**src/rtl/can_irq_pkg.sv**
```systemverilog
package can_irq_pkg;
    // ------------------------------------------------------------
    // Bus geometry
    // ------------------------------------------------------------
    localparam int AW = 5;
    localparam int DW = 16;
    localparam int MBOX_N = 16;
    localparam int MBOX_W = 4;

    // ------------------------------------------------------------
    // Register byte offsets
    // ------------------------------------------------------------
    localparam logic [AW-1:0] OFS_FLAGS = 5'h00;
    localparam logic [AW-1:0] OFS_MASK = 5'h02;
    localparam logic [AW-1:0] OFS_MBOX_MASK = 5'h04;
    localparam logic [AW-1:0] OFS_STATUS = 5'h06;
    localparam logic [AW-1:0] OFS_TX_CNT = 5'h08;
    localparam logic [AW-1:0] OFS_RX_CNT = 5'h0a;
    localparam logic [AW-1:0] OFS_RX_PEND = 5'h0c;
    localparam logic [AW-1:0] OFS_RMT_PEND = 5'h0e;
    localparam logic [AW-1:0] OFS_UNREAD_OW = 5'h10;
    localparam logic [AW-1:0] OFS_CTRL = 5'h12;

    // ------------------------------------------------------------
    // Interrupt flag register bits
    // ------------------------------------------------------------
    localparam int FL_RESET = 0;
    localparam int FL_RX = 1;
    localparam int FL_REMOTE = 2;
    localparam int FL_TX_WARN = 3;
    localparam int FL_RX_WARN = 4;
    localparam int FL_PASSIVE = 5;
    localparam int FL_BUS_OFF = 6;
    localparam int FL_OVL_REC = 7;
    localparam int FL_TX_DONE = 8;
    localparam int FL_OVERWR = 9;
    localparam int FL_SLEEP_ACT = 12;
    localparam logic [DW-1:0] FLAGS_USED = 16'h13ff;
    localparam logic [DW-1:0] FLAGS_RST = 16'h0001;
    localparam logic [DW-1:0] ERR_GROUP = 16'h12fc;

    // ------------------------------------------------------------
    // Reset values
    // ------------------------------------------------------------
    localparam logic [DW-1:0] MASK_RST = 16'hffff;
    localparam logic [DW-1:0] MBOX_MASK_RST = 16'hffff;
    localparam logic [DW-1:0] PEND_RST = 16'h0000;
    localparam logic [2:0] CTRL_RST = 3'h0;

    // ------------------------------------------------------------
    // Control and status bits
    // ------------------------------------------------------------
    localparam int CT_SLEEP = 0;
    localparam int CT_WAKE = 1;
    localparam int CT_XFER = 2;
    localparam int ST_BUS_OFF = 0;
    localparam int ST_WARN = 1;
    localparam int ST_PASSIVE = 2;
    localparam int ST_RESET = 3;

    // ------------------------------------------------------------
    // Fault confinement limits
    // ------------------------------------------------------------
    localparam logic [8:0] TX_WARN_LIM = 9'h060;
    localparam logic [8:0] TX_PASS_LIM = 9'h080;
    localparam logic [8:0] TX_BOFF_LIM = 9'h100;
    localparam logic [7:0] RX_WARN_LIM = 8'h60;
    localparam logic [7:0] RX_PASS_LIM = 8'h80;
    localparam logic [7:0] RX_CNT_MAX = 8'hff;
    localparam logic [7:0] RECOV_SEQ = 8'h80;
    localparam logic [3:0] RECESS_BITS = 4'hb;
endpackage : can_irq_pkg

```
**src/rtl/can_irq_status.sv**
```systemverilog
`timescale 1ns/1ns
module can_irq_status
    import can_irq_pkg::*;
(
    input wire logic core_clk,
    input wire logic rstn,
    input wire logic hw_standby,
    input wire logic sw_standby,
    input wire logic module_stop,
    input wire logic medium_speed,
    input wire logic [AW-1:0] reg_addr,
    input wire logic [DW-1:0] reg_wdata,
    input wire logic [1:0] reg_be,
    input wire logic reg_wr,
    input wire logic reg_rd,
    output logic [DW-1:0] reg_rdata,
    input wire logic can_rx_pin,
    input wire logic bit_tick,
    input wire logic tec_add8,
    input wire logic tec_sub1,
    input wire logic rec_add1,
    input wire logic rec_add8,
    input wire logic rec_sub1,
    input wire logic rx_done,
    input wire logic rx_remote,
    input wire logic [MBOX_W-1:0] rx_mbox,
    input wire logic tx_event,
    input wire logic [MBOX_W-1:0] tx_mbox,
    input wire logic overload_tx,
    input wire logic xfer_done,
    output logic error_group_request,
    output logic mbox0_receive_request,
    output logic other_mbox_receive_request,
    output logic tx_cancel_request,
    output logic xfer_request,
    output logic bus_off_state,
    output logic sleep_mode
);
    // ------------------------------------------------------------
    // Reset and access gating
    // ------------------------------------------------------------
    logic rst_all;
    logic access_ok;
    logic wr_ok;
    logic [DW-1:0] wmask;
    logic [AW-1:0] word_addr;

    assign rst_all = !rstn || hw_standby || sw_standby;
    assign access_ok = !module_stop && !medium_speed;
    assign wr_ok = reg_wr && access_ok;
    assign wmask = {{8{reg_be[1]}}, {8{reg_be[0]}}};
    assign word_addr = {reg_addr[AW-1:1], 1'b0};

    // ------------------------------------------------------------
    // Software registers
    // ------------------------------------------------------------
    logic [DW-1:0] mask_r;
    logic [DW-1:0] mbox_mask_r;
    logic [2:0] ctrl_r;
    logic [DW-1:0] flags;
    logic [DW-1:0] rx_pend;
    logic [DW-1:0] rmt_pend;
    logic [DW-1:0] unread_ow;
    logic bus_act;

    always_ff @(posedge core_clk) begin
        if (rst_all) begin
            mask_r <= MASK_RST;
        end else if (wr_ok && word_addr == OFS_MASK) begin
            mask_r <= (mask_r & ~wmask) | (reg_wdata & wmask);
        end
    end

    always_ff @(posedge core_clk) begin
        if (rst_all) begin
            mbox_mask_r <= MBOX_MASK_RST;
        end else if (wr_ok && word_addr == OFS_MBOX_MASK) begin
            mbox_mask_r <= (mbox_mask_r & ~wmask) | (reg_wdata & wmask);
        end
    end

    // Bus wake clears sleep after the write so the wake is not missed
    always_ff @(posedge core_clk) begin
        if (rst_all) begin
            ctrl_r <= CTRL_RST;
        end else begin
            if (wr_ok && word_addr == OFS_CTRL && reg_be[0]) begin
                ctrl_r <= reg_wdata[2:0];
            end
            if (bus_act && ctrl_r[CT_SLEEP] && ctrl_r[CT_WAKE]) begin
                ctrl_r[CT_SLEEP] <= 1'b0;
            end
        end
    end

    // ------------------------------------------------------------
    // Bus pin sampling
    // ------------------------------------------------------------
    logic rx_s1;
    logic rx_s2;
    logic rx_s3;
    logic [3:0] run_cnt;
    logic seq11;

    always_ff @(posedge core_clk) begin
        if (rst_all) begin
            rx_s1 <= 1'b1;
            rx_s2 <= 1'b1;
            rx_s3 <= 1'b1;
        end else begin
            rx_s1 <= can_rx_pin;
            rx_s2 <= rx_s1;
            rx_s3 <= rx_s2;
        end
    end

    // Dominant edge is the first sign of a frame
    assign bus_act = rx_s3 && !rx_s2;

    // Counts recessive bit times; a dominant bit restarts the run
    always_ff @(posedge core_clk) begin
        if (rst_all || !rx_s2) begin
            run_cnt <= 4'h0;
        end else if (bit_tick) begin
            run_cnt <= seq11 ? 4'h0 : run_cnt + 4'h1;
        end
    end
    assign seq11 = bit_tick && rx_s2 && run_cnt == RECESS_BITS - 4'h1;

    // ------------------------------------------------------------
    // Error counters
    // ------------------------------------------------------------
    logic [8:0] tec_r;
    logic [8:0] tec_nxt;
    logic [7:0] rec_r;
    logic [7:0] rec_nxt;
    logic [9:0] tec_sum;
    logic [8:0] rec_sum;
    logic bus_off;
    logic recov;

    assign bus_off = tec_r >= TX_BOFF_LIM;
    assign recov = bus_off && seq11 && rec_r == RECOV_SEQ - 8'h01;
    assign tec_sum = {1'b0, tec_r} + 10'h008;
    assign rec_sum = {1'b0, rec_r} + (rec_add8 ? 9'h008 : 9'h001);

    always_comb begin
        tec_nxt = tec_r;
        if (recov) begin
            tec_nxt = 9'h000;
        end else if (bus_off) begin
            tec_nxt = tec_r;
        end else if (tec_add8) begin
            tec_nxt = (tec_sum >= {1'b0, TX_BOFF_LIM}) ?
                TX_BOFF_LIM : tec_sum[8:0];
        end else if (tec_sub1 && tec_r != 9'h000) begin
            tec_nxt = tec_r - 9'h001;
        end
    end

    always_comb begin
        rec_nxt = rec_r;
        if (recov) begin
            rec_nxt = 8'h00;
        end else if (bus_off) begin
            if (seq11) begin
                rec_nxt = rec_r + 8'h01;
            end
        end else if (rec_add8 || rec_add1) begin
            rec_nxt = rec_sum[8] ? RX_CNT_MAX : rec_sum[7:0];
        end else if (rec_sub1 && rec_r != 8'h00) begin
            rec_nxt = rec_r - 8'h01;
        end
    end

    always_ff @(posedge core_clk) begin
        if (rst_all) begin
            tec_r <= 9'h000;
            rec_r <= 8'h00;
        end else begin
            tec_r <= tec_nxt;
            rec_r <= rec_nxt;
        end
    end

    // ------------------------------------------------------------
    // Threshold crossings
    // ------------------------------------------------------------
    logic [3:0] lvl;
    logic [3:0] lvl_q;
    logic [3:0] rise;

    assign lvl[0] = tec_r >= TX_WARN_LIM;
    assign lvl[1] = rec_r >= RX_WARN_LIM;
    assign lvl[2] = tec_r >= TX_PASS_LIM || rec_r >= RX_PASS_LIM;
    assign lvl[3] = bus_off;
    assign rise = lvl & ~lvl_q;

    // Flags fire once per crossing, not every cycle above it
    always_ff @(posedge core_clk) begin
        if (rst_all) begin
            lvl_q <= 4'h0;
        end else begin
            lvl_q <= lvl;
        end
    end

    // ------------------------------------------------------------
    // Flag sources
    // ------------------------------------------------------------
    logic [DW-1:0] rx_oh;
    logic [DW-1:0] tx_oh;
    logic rx_open;
    logic ow_hit;
    logic [DW-1:0] flag_set;
    logic [DW-1:0] flag_clr;
    logic [DW-1:0] rx_set;
    logic [DW-1:0] rmt_set;
    logic [DW-1:0] pend0_clr;

    assign rx_oh = 16'h0001 << rx_mbox;
    assign tx_oh = 16'h0001 << tx_mbox;
    assign rx_open = !mbox_mask_r[rx_mbox];
    assign ow_hit = rx_done && !rx_remote && rx_pend[rx_mbox];

    always_comb begin
        flag_set = 16'h0000;
        flag_set[FL_RX] = rx_done && !rx_remote && rx_open;
        flag_set[FL_REMOTE] = rx_done && rx_remote && rx_open;
        flag_set[FL_TX_WARN] = rise[0];
        flag_set[FL_RX_WARN] = rise[1];
        flag_set[FL_PASSIVE] = rise[2];
        flag_set[FL_BUS_OFF] = rise[3];
        flag_set[FL_OVL_REC] = overload_tx || recov;
        flag_set[FL_TX_DONE] = tx_event && !mbox_mask_r[tx_mbox];
        flag_set[FL_OVERWR] = ow_hit;
        flag_set[FL_SLEEP_ACT] = bus_act && ctrl_r[CT_SLEEP];
    end

    assign flag_clr = (wr_ok && word_addr == OFS_FLAGS) ?
        (reg_wdata & wmask & FLAGS_USED) : 16'h0000;
    assign rx_set = (rx_done && !rx_remote) ? rx_oh : 16'h0000;
    assign rmt_set = (rx_done && rx_remote) ? rx_oh : 16'h0000;
    assign pend0_clr = {15'h0000, xfer_done && ctrl_r[CT_XFER]};

    sticky_flags #(.W(DW), .RST(FLAGS_RST)) u_flags (
        .core_clk(core_clk),
        .rst_all(rst_all),
        .set(flag_set),
        .clr(flag_clr),
        .q(flags)
    );

    sticky_flags #(.W(DW), .RST(PEND_RST)) u_rx_pend (
        .core_clk(core_clk),
        .rst_all(rst_all),
        .set(rx_set),
        .clr(pend0_clr | ((wr_ok && word_addr == OFS_RX_PEND) ?
            (reg_wdata & wmask) : 16'h0000)),
        .q(rx_pend)
    );

    sticky_flags #(.W(DW), .RST(PEND_RST)) u_rmt_pend (
        .core_clk(core_clk),
        .rst_all(rst_all),
        .set(rmt_set),
        .clr(pend0_clr | ((wr_ok && word_addr == OFS_RMT_PEND) ?
            (reg_wdata & wmask) : 16'h0000)),
        .q(rmt_pend)
    );

    sticky_flags #(.W(DW), .RST(PEND_RST)) u_unread (
        .core_clk(core_clk),
        .rst_all(rst_all),
        .set(ow_hit ? rx_oh : 16'h0000),
        .clr((wr_ok && word_addr == OFS_UNREAD_OW) ?
            (reg_wdata & wmask) : 16'h0000),
        .q(unread_ow)
    );

    // ------------------------------------------------------------
    // Requests
    // ------------------------------------------------------------
    logic rx_en;
    logic mb0_pend;

    assign rx_en = flags[FL_RX] && !mask_r[FL_RX];
    assign mb0_pend = (rx_pend[0] || rmt_pend[0]) && !mbox_mask_r[0];

    always_ff @(posedge core_clk) begin
        if (rst_all) begin
            error_group_request <= 1'b0;
            mbox0_receive_request <= 1'b0;
            other_mbox_receive_request <= 1'b0;
            tx_cancel_request <= 1'b0;
            xfer_request <= 1'b0;
            bus_off_state <= 1'b0;
            sleep_mode <= 1'b0;
        end else begin
            error_group_request <= flags[FL_RESET] ||
                |(flags & ~mask_r & ERR_GROUP);
            mbox0_receive_request <= rx_en && rx_pend[0] &&
                !mbox_mask_r[0] && !ctrl_r[CT_XFER];
            other_mbox_receive_request <= rx_en &&
                |(rx_pend[15:1] & ~mbox_mask_r[15:1]);
            tx_cancel_request <= flags[FL_TX_DONE] && !mask_r[FL_TX_DONE];
            xfer_request <= ctrl_r[CT_XFER] && mb0_pend &&
                !mask_r[FL_RX];
            bus_off_state <= bus_off;
            sleep_mode <= ctrl_r[CT_SLEEP];
        end
    end

    // ------------------------------------------------------------
    // Read path
    // ------------------------------------------------------------
    logic [DW-1:0] status;
    logic [DW-1:0] rd_mux;

    always_comb begin
        status = 16'h0000;
        status[ST_BUS_OFF] = bus_off;
        status[ST_WARN] = lvl[0] || lvl[1];
        status[ST_PASSIVE] = lvl[2];
        status[ST_RESET] = ctrl_r[CT_SLEEP];
    end

    always_comb begin
        unique case (word_addr)
            OFS_FLAGS: rd_mux = flags & FLAGS_USED;
            OFS_MASK: rd_mux = mask_r;
            OFS_MBOX_MASK: rd_mux = mbox_mask_r;
            OFS_STATUS: rd_mux = status;
            OFS_TX_CNT: rd_mux = {7'h00, tec_r};
            OFS_RX_CNT: rd_mux = {8'h00, rec_r};
            OFS_RX_PEND: rd_mux = rx_pend;
            OFS_RMT_PEND: rd_mux = rmt_pend;
            OFS_UNREAD_OW: rd_mux = unread_ow;
            OFS_CTRL: rd_mux = {13'h0000, ctrl_r};
            default: rd_mux = 16'h0000;
        endcase
    end

    // Data stand one cycle only; idle bus reads zero
    always_ff @(posedge core_clk) begin
        if (rst_all) begin
            reg_rdata <= 16'h0000;
        end else if (reg_rd && access_ok) begin
            reg_rdata <= rd_mux & wmask;
        end else begin
            reg_rdata <= 16'h0000;
        end
    end
endmodule : can_irq_status

```
**src/rtl/sticky_flags.sv**
```systemverilog
`timescale 1ns/1ns
module sticky_flags #(
    parameter int W = 16,
    parameter logic [W-1:0] RST = '0
) (
    input wire logic core_clk,
    input wire logic rst_all,
    input wire logic [W-1:0] set,
    input wire logic [W-1:0] clr,
    output logic [W-1:0] q
);
    // Set beats clear so no event is lost
    always_ff @(posedge core_clk) begin
        if (rst_all) begin
            q <= RST;
        end else begin
            q <= (q & ~clr) | set;
        end
    end
endmodule : sticky_flags

```
**config.mk**
```make
export PLATFORM = sky130hd
export DESIGN_NAME = can_irq_status
export DESIGN_NICKNAME = d
export VERILOG_FILES = /design/src/rtl/can_irq_pkg.sv /design/src/rtl/can_irq_status.sv /design/src/rtl/sticky_flags.sv
export SDC_FILE = /design/constraint.sdc
export NUM_CORES = 1
export LEC_CHECK = 0
export ABC_CLOCK_PERIOD_IN_PS = 1850
export BUFFER_PORTS_ARGS = -buffer_cell sky130_fd_sc_hd__buf_4
export CAP_MARGIN = 40
export CORE_MARGIN = 2
export CORE_UTILIZATION = 54
export CTS_CLUSTER_DIAMETER = 60
export DETAILED_ROUTE_END_ITERATION = 6
export GPL_TIMING_DRIVEN = 0
export PLACE_DENSITY = 0.78
export SYNTH_ARGS = -nofsm -noshare
export SYNTH_HDL_FRONTEND = slang
export SYNTH_SLANG_ARGS = --single-unit
export TNS_END_PERCENT = 20
```
**constraint.sdc**
```tcl
create_clock -name core_clk -period 1.85 [get_ports core_clk]
set_input_delay 0.0925 -clock core_clk [delete_from_list [all_inputs] [get_ports core_clk]]
set_output_delay 0.0925 -clock core_clk [all_outputs]
set_load 0.05 [all_outputs]
```
# Word-level counts from Yosys, hierarchy flattened
# Cells that the tools add are included.
# W data, S select, Z words.
totals:
  reg_bits: 150
  inputBits: 51
  output_inout_bits: 23
  wordCells: 171
classes:
  addsub: 6
  order_cmp: 8
  n_eq_ne: 12
  shift: 1
  n_mux: 24
  bitwise_logic: 29
  n_reduce_logical: 68
op_table:
  columns: ["cell", "count"]
  rows:
  - ["$pmux W16 S10", 1]
  - ["$and A16 B16 Y16", 8]
  - ["$mux W16", 6]
  - ["$or A16 B16 Y16", 5]
  - ["$not A16 Y16", 4]
  - ["$mux W8", 5]
  - ["$logic_and A1 B1 Y1", 36]
  - ["$or A1 B16 Y16", 2]
  - ["$mux W9", 3]
  - ["$eq A4 B3 Y1 const B", 4]
  - ["$not A13 Y16", 1]
  - ["$or A16 B13 Y16", 1]
  - ["$shl A1 B4 Y16 const A", 1]
  - ["$and A15 B15 Y15", 1]
  - ["$not A15 Y15", 1]
  - ["$reduce_or A15 Y1", 1]
  - ["$and A13 B13 Y13", 1]
  - ["$mux W13", 1]
  - ["$not A13 Y13", 1]
  - ["$bmux W1 S4", 3]
  - ["$eq A4 B4 Y1 const B", 3]
  - ["$logic_not A1 Y1", 11]
  - ["$add A9 B4 Y10 const B", 1]
  - ["$ge A10 B9 Y1 const B", 1]
  - ["other kinds (29)", 46]

# Depth between registers and ports, before layout
# Gate-level depths: netlist of the first run.
logic_depth:
  word_depth: 9
  ltp_mapped: 8
  ltp_nobuf: 8

# Cells and area by module
# Synthesis of the first run repeated with hierarchy kept, for this count alone.
hier_totals:
  hier_cells: 1087
  area_unflattened_um2: 8475.6
by_module_without_submodules:
  columns: ["module", "instances", "cells_per_inst", "area_per_inst_um2", "seq_area_each_um2"]
  rows:
  - ["can_irq_status", 1, 823, 5960.7, 1701.6]
  - ["sticky_flags (u_rmt_pend ...)", 3, 66, 629.4, 320.3]
  - ["sticky_flags (u_flags)", 1, 66, 626.9, 320.3]

# Worst setup path before layout of the first run
# Ideal clock, no wire load.
synth_path:
  path_type: "flip-flop to flip-flop"
  start: "reg rec_r[0]"
  end: "reg rec_r[3]"
  setup_time_ps: 139
  arrival_time_ps: 1734
  t_required_ps: 1711
  setup_slack_ps: -23
  path_stages_with_launch: 8
  n_path_buf: 0
  synth_period_minus_slack_ps: 1873
  path_cell_list: "dfxtp_1 ha_1 ha_1 a31o_2 a21oi_1 a32oi_1 a211oi_1 a211oi_1"
synth_via:
  elab_chain_cells: 4
  word_cells_on_any_way: 15
  classes_between: "3 x add/sub; 1 x eq/ne; 5 x mux; 6 x reduce/logical"
synth_lines:
  columns: ["element", "line", "rtl"]
  rows:
  - ["start: declaration", "can_irq_status.sv:135", "logic [7:0] rec_r;"]
  - ["start signal: assignment", "can_irq_status.sv:182", "rec_r <= rec_nxt;"]
  - ["$sub A8 B1 Y8 (tied with other cells)", "can_irq_status.sv:172", "rec_nxt = rec_r - 8'h01;"]
  - ["$mux W8 (tied with other cells)", "can_irq_status.sv:171", "end else if (rec_sub1 && rec_r != 8'h00) begin"]
  - ["$mux W8 or $reduce_bool A3 Y1 (tied branches)", null, null]
  - ["$mux W8 or $reduce_and A2 Y1 (tied branches)", null, null]
# Several ways; a longest one is shown, not always the timed one. The select of a mux whose other input is x is not followed.
# A chain may end at the register's enable or synchronous reset.

# Final worst setup path of the first run
layout_path:
  start: "reg rec_r[2]"
  end: "reg rec_r[1]"
layout_via:
  elab_chain_cells: 4
  word_cells_on_any_way: 11
  classes_between: "1 x add/sub; 1 x eq/ne; 3 x mux; 6 x reduce/logical"
layout_lines:
  columns: ["element", "line"]
  rows:
  - ["$add A8 B4 Y9 or $reduce_bool A8 Y1 (tied branches)", "can_irq_status.sv:145, can_irq_status.sv:171"]
  - ["$mux W8 or $logic_and A1 B1 Y1 (tied branches)", "can_irq_status.sv:170, can_irq_status.sv:171"]
  - ["$mux W8 or $reduce_bool A3 Y1 (tied branches)", null]
  - ["$mux W8 or $reduce_and A2 Y1 (tied branches)", null]
# Several ways; a longest one is shown, not always the timed one.

==> flow_summary.yaml, run 1 <==
floorplan:
  row_count: 43
  pin_count: 74
  dieWidth_um: 123
  die_y_um: 123
  design.core.area_mm2: 0.0138
  initial_utilization_pct: 55.1
  design.die.area_mm2: 0.0151
timing:
  slew_violations: 0
  max-slew-margin-rel_pct: 42.4
  fmax_mhz: 525
  final-hold-violation-count: 0
  period_share_pct: 103
  setup_ws_ns: -0.0544
  fin_skew_ns: 0.00646
  final.min_clock_period_ns: 1.90
  final-setup-viol-count: 9
  grt_setup_unrepaired: "yes"
  setup_tns_ns: -0.242
  max_slew.worst_pin.slew_ns: 0.864
clocking:
  htreeDepth: 4
  cts_buffers: 17
  tritoncts: "yes"
  cts_root_buf: "clkbuf_16"
  clk_latency_ns: 0.43
  max-clock-path-buffers: 2
  cts.sink_count: 144
  clkTransAtPathRegs_ns: 0.06
place:
  io_buffer_count: 69
  globalplace.congestion: 1.05
  place.detailed.hpwl_mm: 19.8
  placedInstanceArea_mm2: 0.00839
routing:
  vias: 8132
  remaining_drc_errors: 5
  drtPass1Iterations: 7
  drt_first_iter_violations: 1442
  detail-route-antenna-nets: 0
  route.detailed.wl_per_inst_um: 21.6
  route.final.wire_length_mm: 27.1
  detail_route.vias_per_cell: 6.48
synthesis:
  ys.warnings.count: 0
  syn_inst: 942
  synth_largest_area_cell: "dfxtp_1"
  seq_area_frac_synth_pct: 37.8
  netlist_top_cells_count: "nand2_1, dfxtp_1, o21ai_0"
  synth-edff-count: 0
  synthesis.area_mm2: 0.00762
  synth_top_area_share_pct: 37.8
  yosysMostFrequentCell: "nand2_1"
  synth.avg_cell_area_um2: 8.09
  mappedNetlistNets: 1005
  yosys-top-cells-area: "dfxtp_1, nand2_1, o21ai_0"
  synth_top_flop_cell: "dfxtp_1"
  synth_unique_cells: 72
  synthArstFlopShare_pct: 0
  ys_ff_latch: 144
worst_hold_path:
  holdCritPathClass: "primary input to flip-flop"
outcome:
  failing_checks: "design-rule violations, negative setup slack"
  result_of_the_run: "complete, but fails checks"
worst_setup_path:
  cp-startpoint: "rec_r[2]"
  critical_path_arrival_ns: 2.24
  timing.critical_path.fanout_max: 7
  worstSetupEndpointType: "flip-flop"
  timing.critical_path.cells: "or4_4 > o41ai_4 > buf_4 > a22o_4 > a211oi_2 > a211oi_1"
  r2r_start: "rec_r[2]"
  timing.reg2reg.worst_path_depth: 6
  regToRegSetupSlack_ns: -0.05
  setup.worst_path.end: "rec_r[1]"
  timing.critical_path.from_type: "flip-flop"
  required_time_at_the_worst_slack_endpoint_ns: 2.18
  crit_type: "flip-flop to flip-flop"
  timing.critical_path.slowest_stage_cell: "or4_4"
  timing.rr.end: "rec_r[1]"
  timing.critical_path.slowest_cell_delay_ns: 0.56
global_route:
  groute.layer.met3.usage_pct: 13.5
  grt-busiest-layer: "met2"
  globalRouteOverflowTotal: 0
  grt_max_degree: 17
  grt_first_pass_wirelength_mm: 40.1
  grt_pass1_vias: 7252
  grtUsageMet2_pct: 49.3
  gr-usage-all-layers_pct: 35.7
  initial_antenna_violation_count: 0
  groute.layer.met1.usage_pct: 49.3
power:
  p_per_area_mw_per_mm2: 791
  design_power_total_mw: 7.46
  max-vdd-ir-drop_mv: 0.726
  leakagePower_nw: 3.53
cells_and_area:
  filler_cell_count: 1146
  areaGrowthSynthToFinish_pct: 23.6
  area_taken_by_flip_flops_and_latches_mm2: 0.00290
  multi_input_area_mm2: 0.00443
  drive_above_1_share_pct: 18.2
  nNetsFinal: 1126
  post-route-util_pct: 68.1
  finish.instance_area_mm2: 0.00942
job:
  cap_violations: 0
[layer usage]
metal  part of all wire (%)  vias up
li1                       -     3671
met1                     40     3758
met2                     42      610
met3                     14       93
met4                    3.8        0
met5                      0        -
[metrics by stage]
step	std cells	setup slack [ns]	hold slack, ns
6_report	1255	-0.0544	0.0385
5_1_grt	1254	-0.121	0.0352
4_1_cts	1246	-0.0767	0.00839
3_5_place_dp	1194	-0.558	0.286
3_3_place_gp	1191	-0.774	0.276
2_1_floorplan	942	0.0599	0.194
[cell families after synthesis]
group	Yosys count	share of synthesized area, %
AND/OR/NAND/NOR	340	21.1
AO/OA/AOI/OAI	283	24.0
flip-flops	144	37.8
buffers and inverters	104	5.50
multiplexers	51	8.77
adder cells (fa/ha/maj)	12	1.97
XOR/XNOR	8	0.919
[power by group]
group	total [mW]	internal (mW)	switching [mW]
clock	3.60	2.27	1.34
sequential	3.13	3.11	0.0135
combinational	0.726	0.282	0.444
total	7.46	5.66	1.79
[worst max-delay path: cells and delay by family, from the launching register on]
kind                   cells  cell delay (ns)
flip-flops                 1             0.37
AO/OA/AOI/OAI              4             0.67
AND/OR/NAND/NOR            1             0.56
buffers and inverters      1             0.20
[placed cells by master, fill, tap and decap left out, drive strengths merged, types with 25 or more instances in the layout]
cell and count:
nand3 32, a22oi 27, clkbuf 65, mux2i 33, nand2 166, inv 38
a21oi 60, nor2 38, buf 101, nor3 25, dfxtp 144, o211ai 28
o21ai 81
[worst min-delay path by stage]
stage / start / endpoint / slack (ns) / depth (start not counted)
floorplan: can_rx_pin / rx_s1 / 0.19 / 1
global placement: can_rx_pin / rx_s1 / 0.28 / 2
detailed placement: can_rx_pin / rx_s1 / 0.29 / 2
CTS: tx_event / u_flags.q[8] / 0.008 / 3
global route: tx_mbox[2] / u_flags.q[8] / 0.04 / 3
finish: tx_event / u_flags.q[8] / 0.04 / 3
[what timing repair did]
action	4_1_cts	5_1_grt
hold buffers	21	0
endpoints found under the setup margin	23	38
resized for setup	19	30
endpoints found under the hold margin	39	0
setup buffers	2	9
pin swaps	4	7
[cell type report]
cell class | instances | area share [%]
repair buffers | 103 | 8.71
clock inverters | 11 | 1.75
inverters | 38 | 1.51
clock buffers | 19 | 4.70
well taps | 180 | 2.39
plain buffers | 65 | 3.15
flip-flops and latches | 144 | 30.7
multi-input cells | 694 | 47.0
diodes | 1 | 0.0266
No activity file was read; power rests on OpenSTA's default activity.
==> inputs of run 2 (changes only) <==
--- a/config.mk
+++ b/config.mk
@@ -9,12 +9,13 @@
 export BUFFER_PORTS_ARGS = -buffer_cell sky130_fd_sc_hd__buf_4
 export CAP_MARGIN = 40
 export CORE_MARGIN = 2
-export CORE_UTILIZATION = 54
+export CORE_UTILIZATION = 55
 export CTS_CLUSTER_DIAMETER = 60
 export DETAILED_ROUTE_END_ITERATION = 6
 export GPL_TIMING_DRIVEN = 0
 export PLACE_DENSITY = 0.78
 export SYNTH_ARGS = -nofsm -noshare
 export SYNTH_HDL_FRONTEND = slang
+export SYNTH_HIERARCHICAL = 1
 export SYNTH_SLANG_ARGS = --single-unit
 export TNS_END_PERCENT = 20
==> run 2 against run 1 <==
Net effect:
- the run ends with negative setup slack left
- critical path depth up 1
- sequential share of layout area decreased by 2.3 points
- first-iteration DRC count is 13% lower
- sequential cell count did not move
- combinational power shrank 1%
- worst hold slack got worse by 0.014 ns
- sequential power about the same
- power is 0.38% higher
- register-to-register slack worse by 0.03 ns
- cell count grew 10%
- highest routed layer unchanged
==> flow_summary.yaml, run 2 <==
timing:
  holdWs_ns: 0.0244
  fmax_mhz: 517
  max_slew.worst_pin.slew_ns: 0.785
  slew_violations: 0
  period_share_pct: 105
  final-hold-violation-count: 0
  grt_setup_unrepaired: "yes"
  final-setup-viol-count: 3
  setup_ws_ns: -0.0841
  fin_skew_ns: 0.00750
  final.min_clock_period_ns: 1.93
  max-slew-margin-rel_pct: 47.6
power:
  switching_share_pct: 24.8
  pwr-share-comb_pct: 9.6
  cellInternalPower_mw: 5.63
  leakagePower_nw: 3.71
  max-vdd-ir-drop_mv: 0.728
  design_power_total_mw: 7.48
  p_seq_share_pct: 41.7
  share_clk_of_total_power_pct: 48.7
  p_per_area_mw_per_mm2: 732
  p_sw_mw: 1.86
clocking:
  tritoncts: "yes"
  cts_buffers: 17
  clkTransAtPathRegs_ns: 0.06
  max-clock-path-buffers: 2
  cts_root_buf: "clkbuf_16"
  cts.sink_count: 144
  clk_latency_ns: 0.44
  htreeDepth: 4
routing:
  drt_first_iter_violations: 1260
  route.detailed.wl_per_inst_um: 21.3
  remaining_drc_errors: 0
  route.final.wire_length_mm: 29.5
  detail_route.vias_per_cell: 6.26
  wl_met1_mm: 12.2
  met2_length_mm: 12.5
  detailroute.wirelength.met3_mm: 3.93
  highest_layer: "met4"
  drtPass1Iterations: 6
  detail-route-antenna-nets: 0
  vias: 8667
global_route:
  grt_max_degree: 17
  globalRouteOverflowTotal: 0
  grt_first_pass_wirelength_mm: 44.5
  initial_antenna_violation_count: 0
  gr-usage-all-layers_pct: 36.1
  grt_pass1_vias: 7940
worst_setup_path:
  crit_type: "flip-flop to flip-flop"
  timing.critical_path.from_type: "flip-flop"
  crit_buf_inv: 0
  timing.critical_path.slowest_stage_cell: "or4b_4"
  required_time_at_the_worst_slack_endpoint_ns: 2.17
  timing.critical_path.fanout_max: 5
  critPathMostFrequentCell: "ha_4"
  worstSetupEndpointType: "flip-flop"
  timing.critical_path.slowest_cell_delay_ns: 0.47
  crit_family: "simple AND/OR/NAND/NOR gates"
  critical_path_arrival_ns: 2.26
  timing.critical_path.cells: "ha_4 > ha_4 > a31oi_4 > or4b_4 > nand4_1 > o311ai_2 > a32o_1"
cells_and_area:
  post-route-util_pct: 69.9
  instances_no_fill: 1385
  final_cell_mix: "nor2_1, dfxtp_1, nand2_1, inv_1, buf_4"
  areaGrowthSynthToFinish_pct: 23.4
  finish.instance_area_mm2: 0.0102
  insertedDiodeCount: 0
  drive_above_1_share_pct: 22.1
  nNetsFinal: 1251
  most_common_cell_after_layout_fill_and_taps_aside: "nor2_1"
  filler_cell_count: 1202
place:
  place.detailed.instances: 1319
  place.detailed.hpwl_mm: 21.6
  io_buffer_count: 67
  globalplace.congestion: 1.03
  placedInstanceArea_mm2: 0.00909
floorplan:
  design.die.area_mm2: 0.0161
  dieWidth_um: 127
  die_y_um: 127
  initial_utilization_pct: 56.6
  pin_count: 74
  design.core.area_mm2: 0.0146
  row_count: 44
synthesis:
  ys.warnings.count: 6
  syn_inst: 1067
  mappedNetlistNets: 1130
  synth.avg_cell_area_um2: 7.77
  synthesis.area_mm2: 0.00829
job:
  cap_violations: 0
outcome:
  failing_checks: "negative setup slack"
  result_of_the_run: "complete, but fails checks"
worst_hold_path:
  holdCritPathClass: "primary input to flip-flop"
[run 2: per-stage QoR]
stage | setup slack [ns] | setup TNS (ns)
final | -0.0841 | -0.135
after global placement | -0.393 | -17.91
after floorplan | 0.00198 | 0
after global routing | -0.128 | -0.794
after detailed placement | -0.405 | -19.57
after CTS | -0.0369 | -0.168
[run 2: cell type report]
type                       count  area (µm²)  share of cell area [%]
buffer                        65         399                    3.90
clock buffer                  20         467                    4.56
clock inverter                12         156                    1.53
inverter                      96         370                    3.62
multi-input combinational    761        4850                    47.5
sequential                   144        2910                    28.5
tap                          184         230                    2.25
timing repair buffer         103         842                    8.23
[run 2: final timing paths]
check | start | to | slack (ns) | cells past startpoint
min | overload_tx | u_flags/q[7] | 0.02 | 4
max | rec_r[0] | rec_r[7] | -0.08 | 7
min reg2reg | rx_s1 | rx_s2 | 0.40 | 1
max reg2reg | rec_r[0] | rec_r[7] | -0.08 | 7
[run 2: power groups by stage]
stage	clock [mW]	combinational (mW)	sequential [mW]
floorplan	0	0.367	3.19
global placement	0	0.618	3.20
detailed placement	0	0.620	3.20
CTS	3.64	0.681	3.12
global route	3.78	0.756	3.12
finish	3.64	0.719	3.12
[run 2: layer usage]
| metal | vias up | track usage [%] |
|---|---|---|
| met5 | - | 0 |
| met1 | 4005 | 51.0 |
| met2 | 634 | 53.1 |
| li1 | 3946 | - |
| met4 | 0 | 12.7 |
| met3 | 82 | 10.1 |
[run 2: worst register-to-register path, cell delays in order (launching register included)]
cell	delay [ns]
dfxtp_4	0.37
ha_4	0.17
ha_4	0.17
a31oi_4	0.17
or4b_4	0.47
nand4_1	0.13
o311ai_2	0.12
a32o_1	0.22
[run 2: timing repair]
item	in CTS	in global routing
resized for setup	23	44
setup endpoints to repair	20	40
hold buffers	18	0
setup buffers	10	7
endpoints found under the hold margin	37	0
pin swaps	6	12
